--- src/dtsm_defines.svh ---
`ifndef DTSM_DEFINES_SVH
`define DTSM_DEFINES_SVH

// ==========================================================
// capability report
`define DTSM_CAP_PRESENT 1'b1
`define DTSM_THRESH_COUNT_DEF 2
`define DTSM_RESOLUTION_DEF 4'h1

// ==========================================================
// thermal_status_word bit positions
`define DTSM_ST_HOT 0
`define DTSM_ST_HOT_LOG 1
`define DTSM_ST_EVT 2
`define DTSM_ST_EVT_LOG 3
`define DTSM_ST_OOS 4
`define DTSM_ST_OOS_LOG 5
`define DTSM_ST_TH_BASE 6
`define DTSM_ST_TH_STRIDE 2
`define DTSM_ST_READ_LSB 16
`define DTSM_ST_READ_MSB 22
`define DTSM_ST_RES_LSB 27
`define DTSM_ST_RES_MSB 30
`define DTSM_ST_VALID 31

// ==========================================================
// thermal_interrupt_control bit positions
`define DTSM_IC_HI_EN 0
`define DTSM_IC_LO_EN 1
`define DTSM_IC_TRIP_EN 2
`define DTSM_IC_FP_EN 3
`define DTSM_IC_OH_EN 4
`define DTSM_IC_TH_LSB 8
`define DTSM_IC_TH_STRIDE 8
`define DTSM_IC_TH_EN_OFS 7

// ==========================================================
// reset values
`define DTSM_EN_RST 1'b0
`define DTSM_TH_RST 7'h00
`define DTSM_DATA_RST 64'h0000_0000_0000_0000

`endif

--- src/dtsm_pkg.sv ---
package dtsm_pkg;

    localparam int TEMP_W = 7;
    localparam int DATA_W = 64;

    typedef enum logic {
        DTSM_REG_STATUS,
        DTSM_REG_INTCTL
    } dtsm_reg_e;

    typedef struct packed {
        logic rd;
        logic wr;
        dtsm_reg_e sel;
        logic [DATA_W-1:0] wdata;
    } dtsm_msr_req_s;

    typedef struct packed {
        logic valid;
        logic [DATA_W-1:0] rdata;
    } dtsm_msr_rsp_s;

    typedef struct packed {
        logic [TEMP_W-1:0] readout;
        logic readout_valid;
        logic hot_indicator_signal;
        logic force_throttle_input;
        logic overheat;
        logic catastrophic_trip_signal;
    } dtsm_sensor_s;

endpackage

--- src/dtsm_monitor.sv ---
`timescale 1ns/1ps
`include "dtsm_defines.svh"

module dtsm_monitor #(
    parameter int THRESH_COUNT = `DTSM_THRESH_COUNT_DEF,
    parameter logic [3:0] RESOLUTION = `DTSM_RESOLUTION_DEF
) (
    input wire logic sys_clk_in, // core clock, 200 MHz
    input wire logic resetn_in, // async reset, active low
    input wire dtsm_pkg::dtsm_msr_req_s msr_req_in, // register access request
    input wire dtsm_pkg::dtsm_sensor_s sensor_in, // sensor and pin levels
    output dtsm_pkg::dtsm_msr_rsp_s msr_rsp_out, // read answer
    output logic cap_sensor_present_out, // capability: sensor present
    output logic [3:0] cap_threshold_count_out, // capability: thresholds
    output logic therm_irq_out, // interrupt request pulse
    output logic throttle_out, // throttle request level
    output logic shutdown_out // catastrophic shutdown level
);
    import dtsm_pkg::*;

    localparam int NTH = 2;

    // ======================================================
    // elaboration checks
    if (THRESH_COUNT < 1 || THRESH_COUNT > NTH)
    begin : g_bad_count
        $error("THRESH_COUNT must be 1 or 2");
    end

    // ======================================================
    // declarations
    dtsm_sensor_s sns_r;
    logic hot_prev_r;
    logic oos_prev_r;
    logic hot_log_r;
    logic evt_log_r;
    logic oos_log_r;
    logic hi_en_r;
    logic lo_en_r;
    logic trip_en_r;
    logic fp_en_r;
    logic oh_en_r;
    logic [TEMP_W-1:0] th_val_r [NTH];
    logic [NTH-1:0] th_en_r;
    logic [NTH-1:0] th_hit;
    logic [NTH-1:0] th_hit_r;
    logic [NTH-1:0] th_log_r;
    logic [NTH-1:0] th_irq;
    logic wr_status;
    logic wr_intctl;
    logic hot_rise;
    logic hot_fall;
    logic oos_rise;
    logic irq_nxt;
    logic clr_hot_log;
    logic clr_evt_log;
    logic clr_oos_log;
    logic [DATA_W-1:0] status_word;
    logic [DATA_W-1:0] intctl_word;

    assign wr_status = msr_req_in.wr && (msr_req_in.sel == DTSM_REG_STATUS);
    assign wr_intctl = msr_req_in.wr && (msr_req_in.sel == DTSM_REG_INTCTL);

    // a status write clears a log bit only where it writes a zero
    assign clr_hot_log = wr_status && !msr_req_in.wdata[`DTSM_ST_HOT_LOG];
    assign clr_evt_log = wr_status && !msr_req_in.wdata[`DTSM_ST_EVT_LOG];
    assign clr_oos_log = wr_status && !msr_req_in.wdata[`DTSM_ST_OOS_LOG];

    // ======================================================
    // capability report
    always_ff @(posedge sys_clk_in or negedge resetn_in)
    begin
        if (!resetn_in)
        begin
            cap_sensor_present_out <= 1'b0;
            cap_threshold_count_out <= 4'h0;
        end
        else
        begin
            cap_sensor_present_out <= `DTSM_CAP_PRESENT;
            cap_threshold_count_out <= 4'(THRESH_COUNT);
        end
    end

    // ======================================================
    // sensor sampling and edge history
    always_ff @(posedge sys_clk_in or negedge resetn_in)
    begin
        if (!resetn_in)
        begin
            sns_r <= '0;
            hot_prev_r <= 1'b0;
            oos_prev_r <= 1'b0;
        end
        else
        begin
            sns_r <= sensor_in;
            hot_prev_r <= sns_r.hot_indicator_signal;
            oos_prev_r <= sns_r.overheat;
        end
    end

    assign hot_rise = sns_r.hot_indicator_signal && !hot_prev_r;
    assign hot_fall = !sns_r.hot_indicator_signal && hot_prev_r;
    assign oos_rise = sns_r.overheat && !oos_prev_r;

    // ======================================================
    // sticky logs: a set in the clearing cycle wins, so an
    // event that lands on a software clear is never lost
    always_ff @(posedge sys_clk_in or negedge resetn_in)
    begin
        if (!resetn_in)
        begin
            hot_log_r <= 1'b0;
        end
        else
        begin
            hot_log_r <= (hot_log_r && !clr_hot_log)
                || sns_r.hot_indicator_signal;
        end
    end

    always_ff @(posedge sys_clk_in or negedge resetn_in)
    begin
        if (!resetn_in)
        begin
            evt_log_r <= 1'b0;
        end
        else
        begin
            evt_log_r <= (evt_log_r && !clr_evt_log)
                || sns_r.hot_indicator_signal || sns_r.force_throttle_input;
        end
    end

    always_ff @(posedge sys_clk_in or negedge resetn_in)
    begin
        if (!resetn_in)
        begin
            oos_log_r <= 1'b0;
        end
        else
        begin
            oos_log_r <= (oos_log_r && !clr_oos_log)
                || sns_r.overheat;
        end
    end

    // ======================================================
    // interrupt control register
    always_ff @(posedge sys_clk_in or negedge resetn_in)
    begin
        if (!resetn_in)
        begin
            hi_en_r <= `DTSM_EN_RST;
            lo_en_r <= `DTSM_EN_RST;
            trip_en_r <= `DTSM_EN_RST;
            fp_en_r <= `DTSM_EN_RST;
            oh_en_r <= `DTSM_EN_RST;
        end
        else if (wr_intctl)
        begin
            hi_en_r <= msr_req_in.wdata[`DTSM_IC_HI_EN];
            lo_en_r <= msr_req_in.wdata[`DTSM_IC_LO_EN];
            trip_en_r <= msr_req_in.wdata[`DTSM_IC_TRIP_EN];
            fp_en_r <= msr_req_in.wdata[`DTSM_IC_FP_EN];
            oh_en_r <= msr_req_in.wdata[`DTSM_IC_OH_EN];
        end
    end

    // ======================================================
    // per-threshold value, compare, log and crossing
    // readout counts down as the die heats, so "at or above"
    // the threshold temperature means readout <= value
    for (genvar i = 0; i < NTH; i++)
    begin : g_th
        localparam int VLSB = `DTSM_IC_TH_LSB + i * `DTSM_IC_TH_STRIDE;
        localparam int ENB = VLSB + `DTSM_IC_TH_EN_OFS;
        localparam int LOGB = `DTSM_ST_TH_BASE + i * `DTSM_ST_TH_STRIDE + 1;
        localparam bit USED = (i < THRESH_COUNT);

        always_ff @(posedge sys_clk_in or negedge resetn_in)
        begin
            if (!resetn_in)
            begin
                th_val_r[i] <= `DTSM_TH_RST;
                th_en_r[i] <= `DTSM_EN_RST;
            end
            else if (wr_intctl && USED)
            begin
                th_val_r[i] <= msr_req_in.wdata[VLSB +: TEMP_W];
                th_en_r[i] <= msr_req_in.wdata[ENB];
            end
        end

        // an invalid reading holds the last compare result
        assign th_hit[i] = USED && (sns_r.readout_valid
            ? (sns_r.readout <= th_val_r[i]) : th_hit_r[i]);

        always_ff @(posedge sys_clk_in or negedge resetn_in)
        begin
            if (!resetn_in)
            begin
                th_hit_r[i] <= 1'b0;
                th_log_r[i] <= 1'b0;
            end
            else
            begin
                th_hit_r[i] <= th_hit[i];
                th_log_r[i] <= (th_log_r[i] && !(wr_status && !msr_req_in.wdata[LOGB]))
                    || th_hit[i];
            end
        end

        // both directions count as a crossing
        assign th_irq[i] = th_en_r[i] && (th_hit[i] != th_hit_r[i]);
    end

    // ======================================================
    // interrupt, throttle and shutdown outputs
    assign irq_nxt = (hi_en_r && hot_rise)
        || (lo_en_r && hot_fall)
        || (oh_en_r && oos_rise)
        || (|th_irq);

    // registered so the request is a clean one-cycle pulse
    always_ff @(posedge sys_clk_in or negedge resetn_in)
    begin
        if (!resetn_in)
        begin
            therm_irq_out <= 1'b0;
        end
        else
        begin
            therm_irq_out <= irq_nxt;
        end
    end

    // an external hot assertion only throttles when allowed
    always_ff @(posedge sys_clk_in or negedge resetn_in)
    begin
        if (!resetn_in)
        begin
            throttle_out <= 1'b0;
        end
        else
        begin
            throttle_out <= fp_en_r && sns_r.hot_indicator_signal;
        end
    end

    // shutdown is held until reset: the die cannot be trusted
    always_ff @(posedge sys_clk_in or negedge resetn_in)
    begin
        if (!resetn_in)
        begin
            shutdown_out <= 1'b0;
        end
        else
        begin
            shutdown_out <= shutdown_out
                || (trip_en_r && sns_r.catastrophic_trip_signal);
        end
    end

    // ======================================================
    // readback words; reserved bits read zero
    always_comb
    begin
        status_word = '0;
        status_word[`DTSM_ST_HOT] = sns_r.hot_indicator_signal;
        status_word[`DTSM_ST_HOT_LOG] = hot_log_r;
        status_word[`DTSM_ST_EVT] = sns_r.hot_indicator_signal
            || sns_r.force_throttle_input;
        status_word[`DTSM_ST_EVT_LOG] = evt_log_r;
        status_word[`DTSM_ST_OOS] = sns_r.overheat;
        status_word[`DTSM_ST_OOS_LOG] = oos_log_r;
        for (int k = 0; k < NTH; k++)
        begin
            status_word[`DTSM_ST_TH_BASE + k * `DTSM_ST_TH_STRIDE] = th_hit_r[k];
            status_word[`DTSM_ST_TH_BASE + k * `DTSM_ST_TH_STRIDE + 1] = th_log_r[k];
        end
        status_word[`DTSM_ST_READ_MSB:`DTSM_ST_READ_LSB] = sns_r.readout;
        status_word[`DTSM_ST_RES_MSB:`DTSM_ST_RES_LSB] = RESOLUTION;
        status_word[`DTSM_ST_VALID] = sns_r.readout_valid;
    end

    always_comb
    begin
        intctl_word = '0;
        intctl_word[`DTSM_IC_HI_EN] = hi_en_r;
        intctl_word[`DTSM_IC_LO_EN] = lo_en_r;
        intctl_word[`DTSM_IC_TRIP_EN] = trip_en_r;
        intctl_word[`DTSM_IC_FP_EN] = fp_en_r;
        intctl_word[`DTSM_IC_OH_EN] = oh_en_r;
        for (int k = 0; k < NTH; k++)
        begin
            intctl_word[`DTSM_IC_TH_LSB + k * `DTSM_IC_TH_STRIDE +: TEMP_W] = th_val_r[k];
            intctl_word[`DTSM_IC_TH_LSB + k * `DTSM_IC_TH_STRIDE + `DTSM_IC_TH_EN_OFS]
                = th_en_r[k];
        end
    end

    // ======================================================
    // read answer, one cycle after the request
    always_ff @(posedge sys_clk_in or negedge resetn_in)
    begin
        if (!resetn_in)
        begin
            msr_rsp_out.valid <= 1'b0;
            msr_rsp_out.rdata <= `DTSM_DATA_RST;
        end
        else
        begin
            msr_rsp_out.valid <= msr_req_in.rd;
            if (msr_req_in.rd)
            begin
                unique case (msr_req_in.sel)
                    DTSM_REG_STATUS: msr_rsp_out.rdata <= status_word;
                    DTSM_REG_INTCTL: msr_rsp_out.rdata <= intctl_word;
                endcase
            end
        end
    end

endmodule // dtsm_monitor

--- config.mk ---
export PLATFORM = sky130hd
export DESIGN_NAME = dtsm_monitor
export DESIGN_NICKNAME = d
export VERILOG_FILES = /design/src/dtsm_pkg.sv /design/src/dtsm_monitor.sv
export VERILOG_INCLUDE_DIRS = /design/src
export SDC_FILE = /design/constraint.sdc
export NUM_CORES = 1
export LEC_CHECK = 0
export BUFFER_PORTS_ARGS = -buffer_cell sky130_fd_sc_hd__buf_4
export CAP_MARGIN = 30
export CORE_UTILIZATION = 37
export CTS_CLUSTER_DIAMETER = 40
export DETAILED_ROUTE_END_ITERATION = 7
export PLACE_DENSITY = 0.72
export SLEW_MARGIN = 0
export SYNTH_ARGS = -nofsm -noshare
export SYNTH_HDL_FRONTEND = slang
export SYNTH_SLANG_ARGS = --single-unit
--- constraint.sdc ---
create_clock -name sys_clk_in -period 2 [get_ports sys_clk_in]
set_input_delay 0.3 -clock sys_clk_in [delete_from_list [all_inputs] [get_ports sys_clk_in]]
set_output_delay 0.3 -clock sys_clk_in [all_outputs]
set_load 0.005 [all_outputs]
# After elaboration in Yosys (flattened, before gate mapping)
# Cells that the tools add are included.
# word_totals
out_inout_bits	73
wordCells	85
reg_bits	111
input_bits	81
# op_classes
order_cmp	2
mux	3
n_eq_ne	2
reduce_logical	47
bitwise_logic	1
# op_table
cell	n
64-bit one-hot mux with 2 select lines	1
1-bit logical AND	22
7-bit <= comparator	2
1-bit zero test	13
1-bit logical OR	11
1-bit 2-to-1 mux	2
1-bit inequality test	2
2-bit OR reduction	1
1-bit inverter	1

# Depth between registers and ports, before layout
# logic_depth
depth_word	7
mapped_depth	7
ltp_nobuf	7

# Worst setup path after synthesis
# Ideal clock, no wire load.
# synth_timing
path_type	register to register
startpoint	register sns_r[9] (netlist name)
endpoint	register therm_irq_out
path_stages_with_launch	7
path_buffers	0
t_arrival_ns	1.417
setup_slack_ns	0.450
path_cell_list	dfrtp_1 ha_1 a211oi_2 o21bai_1 o22a_1 xor2_1 o221ai_2
# synth_via
elab_chain_len	6
word_cells_on_any_way	10
# synth_lines
element	line_no	source
from (decl)	dtsm_monitor.sv:32	dtsm_sensor_s sns_r;
from (signal assigned)	dtsm_monitor.sv:97	sns_r <= sensor_in;
7-bit <= comparator	dtsm_monitor.sv:198	? (sns_r.readout <= th_val_r[i]) : th_hit_r[i]);
1-bit 2-to-1 mux	dtsm_monitor.sv:198	
1-bit inequality test	dtsm_monitor.sv:216	assign th_irq[i] = th_en_r[i] && (th_hit[i] != th_hit_r[i]);
1-bit logical AND	dtsm_monitor.sv:216	
2-bit OR reduction *	dtsm_monitor.sv:224	|| (|th_irq);
1-bit logical OR *	dtsm_monitor.sv:224	
net irq_nxt	dtsm_monitor.sv:54	logic irq_nxt;
to (signal assigned)	dtsm_monitor.sv:235	therm_irq_out <= irq_nxt;
to (decl)	dtsm_monitor.sv:15	output logic therm_irq_out,
# The timed path passes the listed nets; every way through them passes the cells marked *.
# A chain may end at the register's enable or synchronous reset.

# Worst setup path after layout
# layout_timing
startpoint	register sns_r[10] (netlist name)
endpoint	register th_log_r[1] (netlist: status_word[9])
# layout_via
elab_chain_len	3
# layout_lines
element	line_no	source
7-bit <= comparator	dtsm_monitor.sv:198	
1-bit 2-to-1 mux	dtsm_monitor.sv:198	
net th_hit[1]	dtsm_monitor.sv:45	logic [NTH-1:0] th_hit;
1-bit logical OR	dtsm_monitor.sv:211	|| th_hit[i];
to (signal, indexed assignment)	dtsm_monitor.sv:210	th_log_r[i] <= (th_log_r[i] && !(wr_status && !msr_req_in.wdata[LOGB]))
to (decl)	dtsm_monitor.sv:47	logic [NTH-1:0] th_log_r;
# The timed path passes the listed nets, and every way through them passes these cells.

==> impl_metrics.toml <==
[outcome]
status = "finished with violations"
failed_checks = "DRC"

[final_layout]
design_area_um2 = 4109
fillers = 803
drive_gt1_share_pct = 30.87
area_growth_pct = 20.82
fin_nets = 469
multi_input_area_um2 = 1261
regArea_um2 = 1827
num_antenna_cells = 0
final_cell_mix = "73 x dfrtp_1, 73 x buf_4, 42 x conb_1"

[route]
wl_um = 6194
post-route-drc-count = 14
antenna_left = 0
vias_per_cell = 4.468
drtPass1Iterations = 8
wl_per_cell_um = 12.72
drtIter0Drc = 63
vias = 2176

[critical_path]
path_delay_family = "flip-flops"
cp_cell_sequence = "ha_1, nand4_1, a21oi_1, o21bai_1, mux2_4, nand2b_4"
cp_slowest_cell = "dfrtp_1"
setup.worst_path.end_class = "flip-flop"
worst-path-buf-inv = 0
critical_path_class = "flip-flop to flip-flop"
crit_required_ns = 2.23
cp_max_fo = 3
timing.critical_path.from_type = "flip-flop"
max_stage_delay_ns = 0.42
cp_data_arrival_time_ns = 1.94

[grt]
grt_pass1_vias = 2172
grt_overflow_total = 0
grt_pass1_wl_um = 10540
antenna_found_initial = 0
grt_usage_pct = 14.23
grt_start_max_net_pins = 39

[synth]
avgSynthCellArea_um2 = 11.34
synth_cell_type_count = 30
syn_area_um2 = 3401
ys_ff_latch = 73
ys_seq_area_share_pct = 53.72
synth.area.top_cells = "dfrtp_1 54%, buf_4 9.7%, mux2_2 7.3%, ha_1 5.2%, mux2i_1 4.1%"
synthDominantCellAreaShare_pct = 53.72
yosys.area.top_type = "dfrtp_1"
async_flop_share_pct = 100.0
synthFlopType = "dfrtp_1"
synth_edf_count = 0
yosys_warnings = 0
syn_inst = 300

[timing]
rsz0062_at_grt = "no"
drv_slew = 0
finalClockSkew_ns = 0.01153
setup_slack_ns = 0.2882
fmax_mhz = 584.2
setup_violations = 0
totalNegativeSetupSlack_ns = 0
fin_crit_ns = 1.712
hold_viol = 0
fin_crit_sh_pct = 85.59
hold_slack_ns = 0.04607

[clocking]
root_buffer = "clkbuf_8"
cts_tree = "yes"
cts_buffers = 9
clkSinkCount = 73
postCtsSetupBuffers = 0
cts_buffer_depth = 2
htree_levels = 3
cts-resized-gates = 0
clkLatencyLatePin_ns = 0.35
cts.clk_slew.worst_paths_ns = 0.09

[place]
dpl.hpwl_um = 4423
numPortBuffers = 71
dpl_cell_area_um2 = 3889
place_congestion = 0.7919
post-place-ws_ns = 0.2925

[floorplanning]
dieArea_um2 = 9579
rows = 34
start_util_pct = 38.62
coreArea_um2 = 8806
die_height_um = 97.87
io_pins = 154
dieWidth_um = 97.87

[min_path]
hp-class = "primary input to flip-flop"

[power_and_ir_drop]
powerDensity_nw_per_um2 = 881.8
vdd_drop_max_v = 0.0004381
p_leak_uw = 0.002010

[run]
cap_violations = 0
power by group:
| group | switching (µW) | internal, µW |
|---|---|---|
| Clock | 614 | 602 |
| Combinational | 291 | 352 |
| Sequential | 117 | 1650 |
| Total | 1020 | 2600 |
cell usage after synthesis (6+ instances only):
cell and number:
dfrtp_1 73, buf_4 44, inv_1 26, mux2_2 22, a21oi_1 19, o21ai_0 19, nor2_1 16, ha_1 14
mux2i_1 14, nand3_1 9, nand2_1 8, nand3b_1 6
cell families after synthesis:
group           Yosys count  share of synthesized area, %
compound gates           47                         7.947
xor+xnor                  2                        0.5152
fa+ha+maj                14                         5.151
buf+inv                  78                         13.61
flops                    73                         53.72
mux                      37                         11.85
other cells               2                        0.2208
simple gates             47                         6.990
worst reg2reg max path, stage by stage, from the launching register on:
cell      delay, ns
dfrtp_1        0.42
ha_1           0.32
nand4_1        0.15
a21oi_1        0.15
o21bai_1       0.14
mux2_4         0.29
nand2b_4       0.13
layout make-up:
cell class,instances,share of cell area (%)
Sequential cell,73,44.46
Multi-Input combinational cell,189,30.69
Timing Repair Buffer,75,14.07
Tap cell,108,3.289
Inverter,26,2.375
Clock inverter,7,2.101
Clock buffer,9,3.015
timing repair:
action                                  CTS  global route
endpoints found under the setup margin    0             0
endpoints found under the hold margin    37             0
hold buffers                              1             0
routing by layer:
layer  vias to the layer above  global-route usage (%)  wire length, µm
met5                         -                       0                0
met4                         0                   6.993              123
met3                        11                   3.436              374
met2                        84                   22.70             2905
met1                      1010                   18.12             2791
li1                       1071                       -                -
state kept, by name, indices dropped and copies added, names as in the netlist, 4 cells and up:
name,cells
status_word,4
sns_r,12
intctl_word,16
msr_rsp_out,27
final timing paths:
check                                 endpoint    startpoint  slack [ns]  cells past startpoint
worst max-delay path            status_word[9]     sns_r[10]        0.29                      6
worst min-delay path                  sns_r[3]  sensor_in[3]        0.05                      1
worst max register to register  status_word[9]     sns_r[10]        0.29                      6
worst min register to register      oos_prev_r      sns_r[1]        0.43                      0
max in group asynchronous            hot_log_r     resetn_in        0.98                      3
min in group asynchronous             sns_r[0]     resetn_in        0.44                      2
through the flow:
stage          instances  util (%)  total power [µW]
5_1_grt              487     46.66              3834
3_3_place_gp         470     44.16              2427
3_5_place_dp         470     44.16              2448
2_1_floorplan        340         -              2195
4_1_cts              487     46.66              3671
6_report             487     46.66              3623
Note: power is estimated with default switching activity, not from simulation.
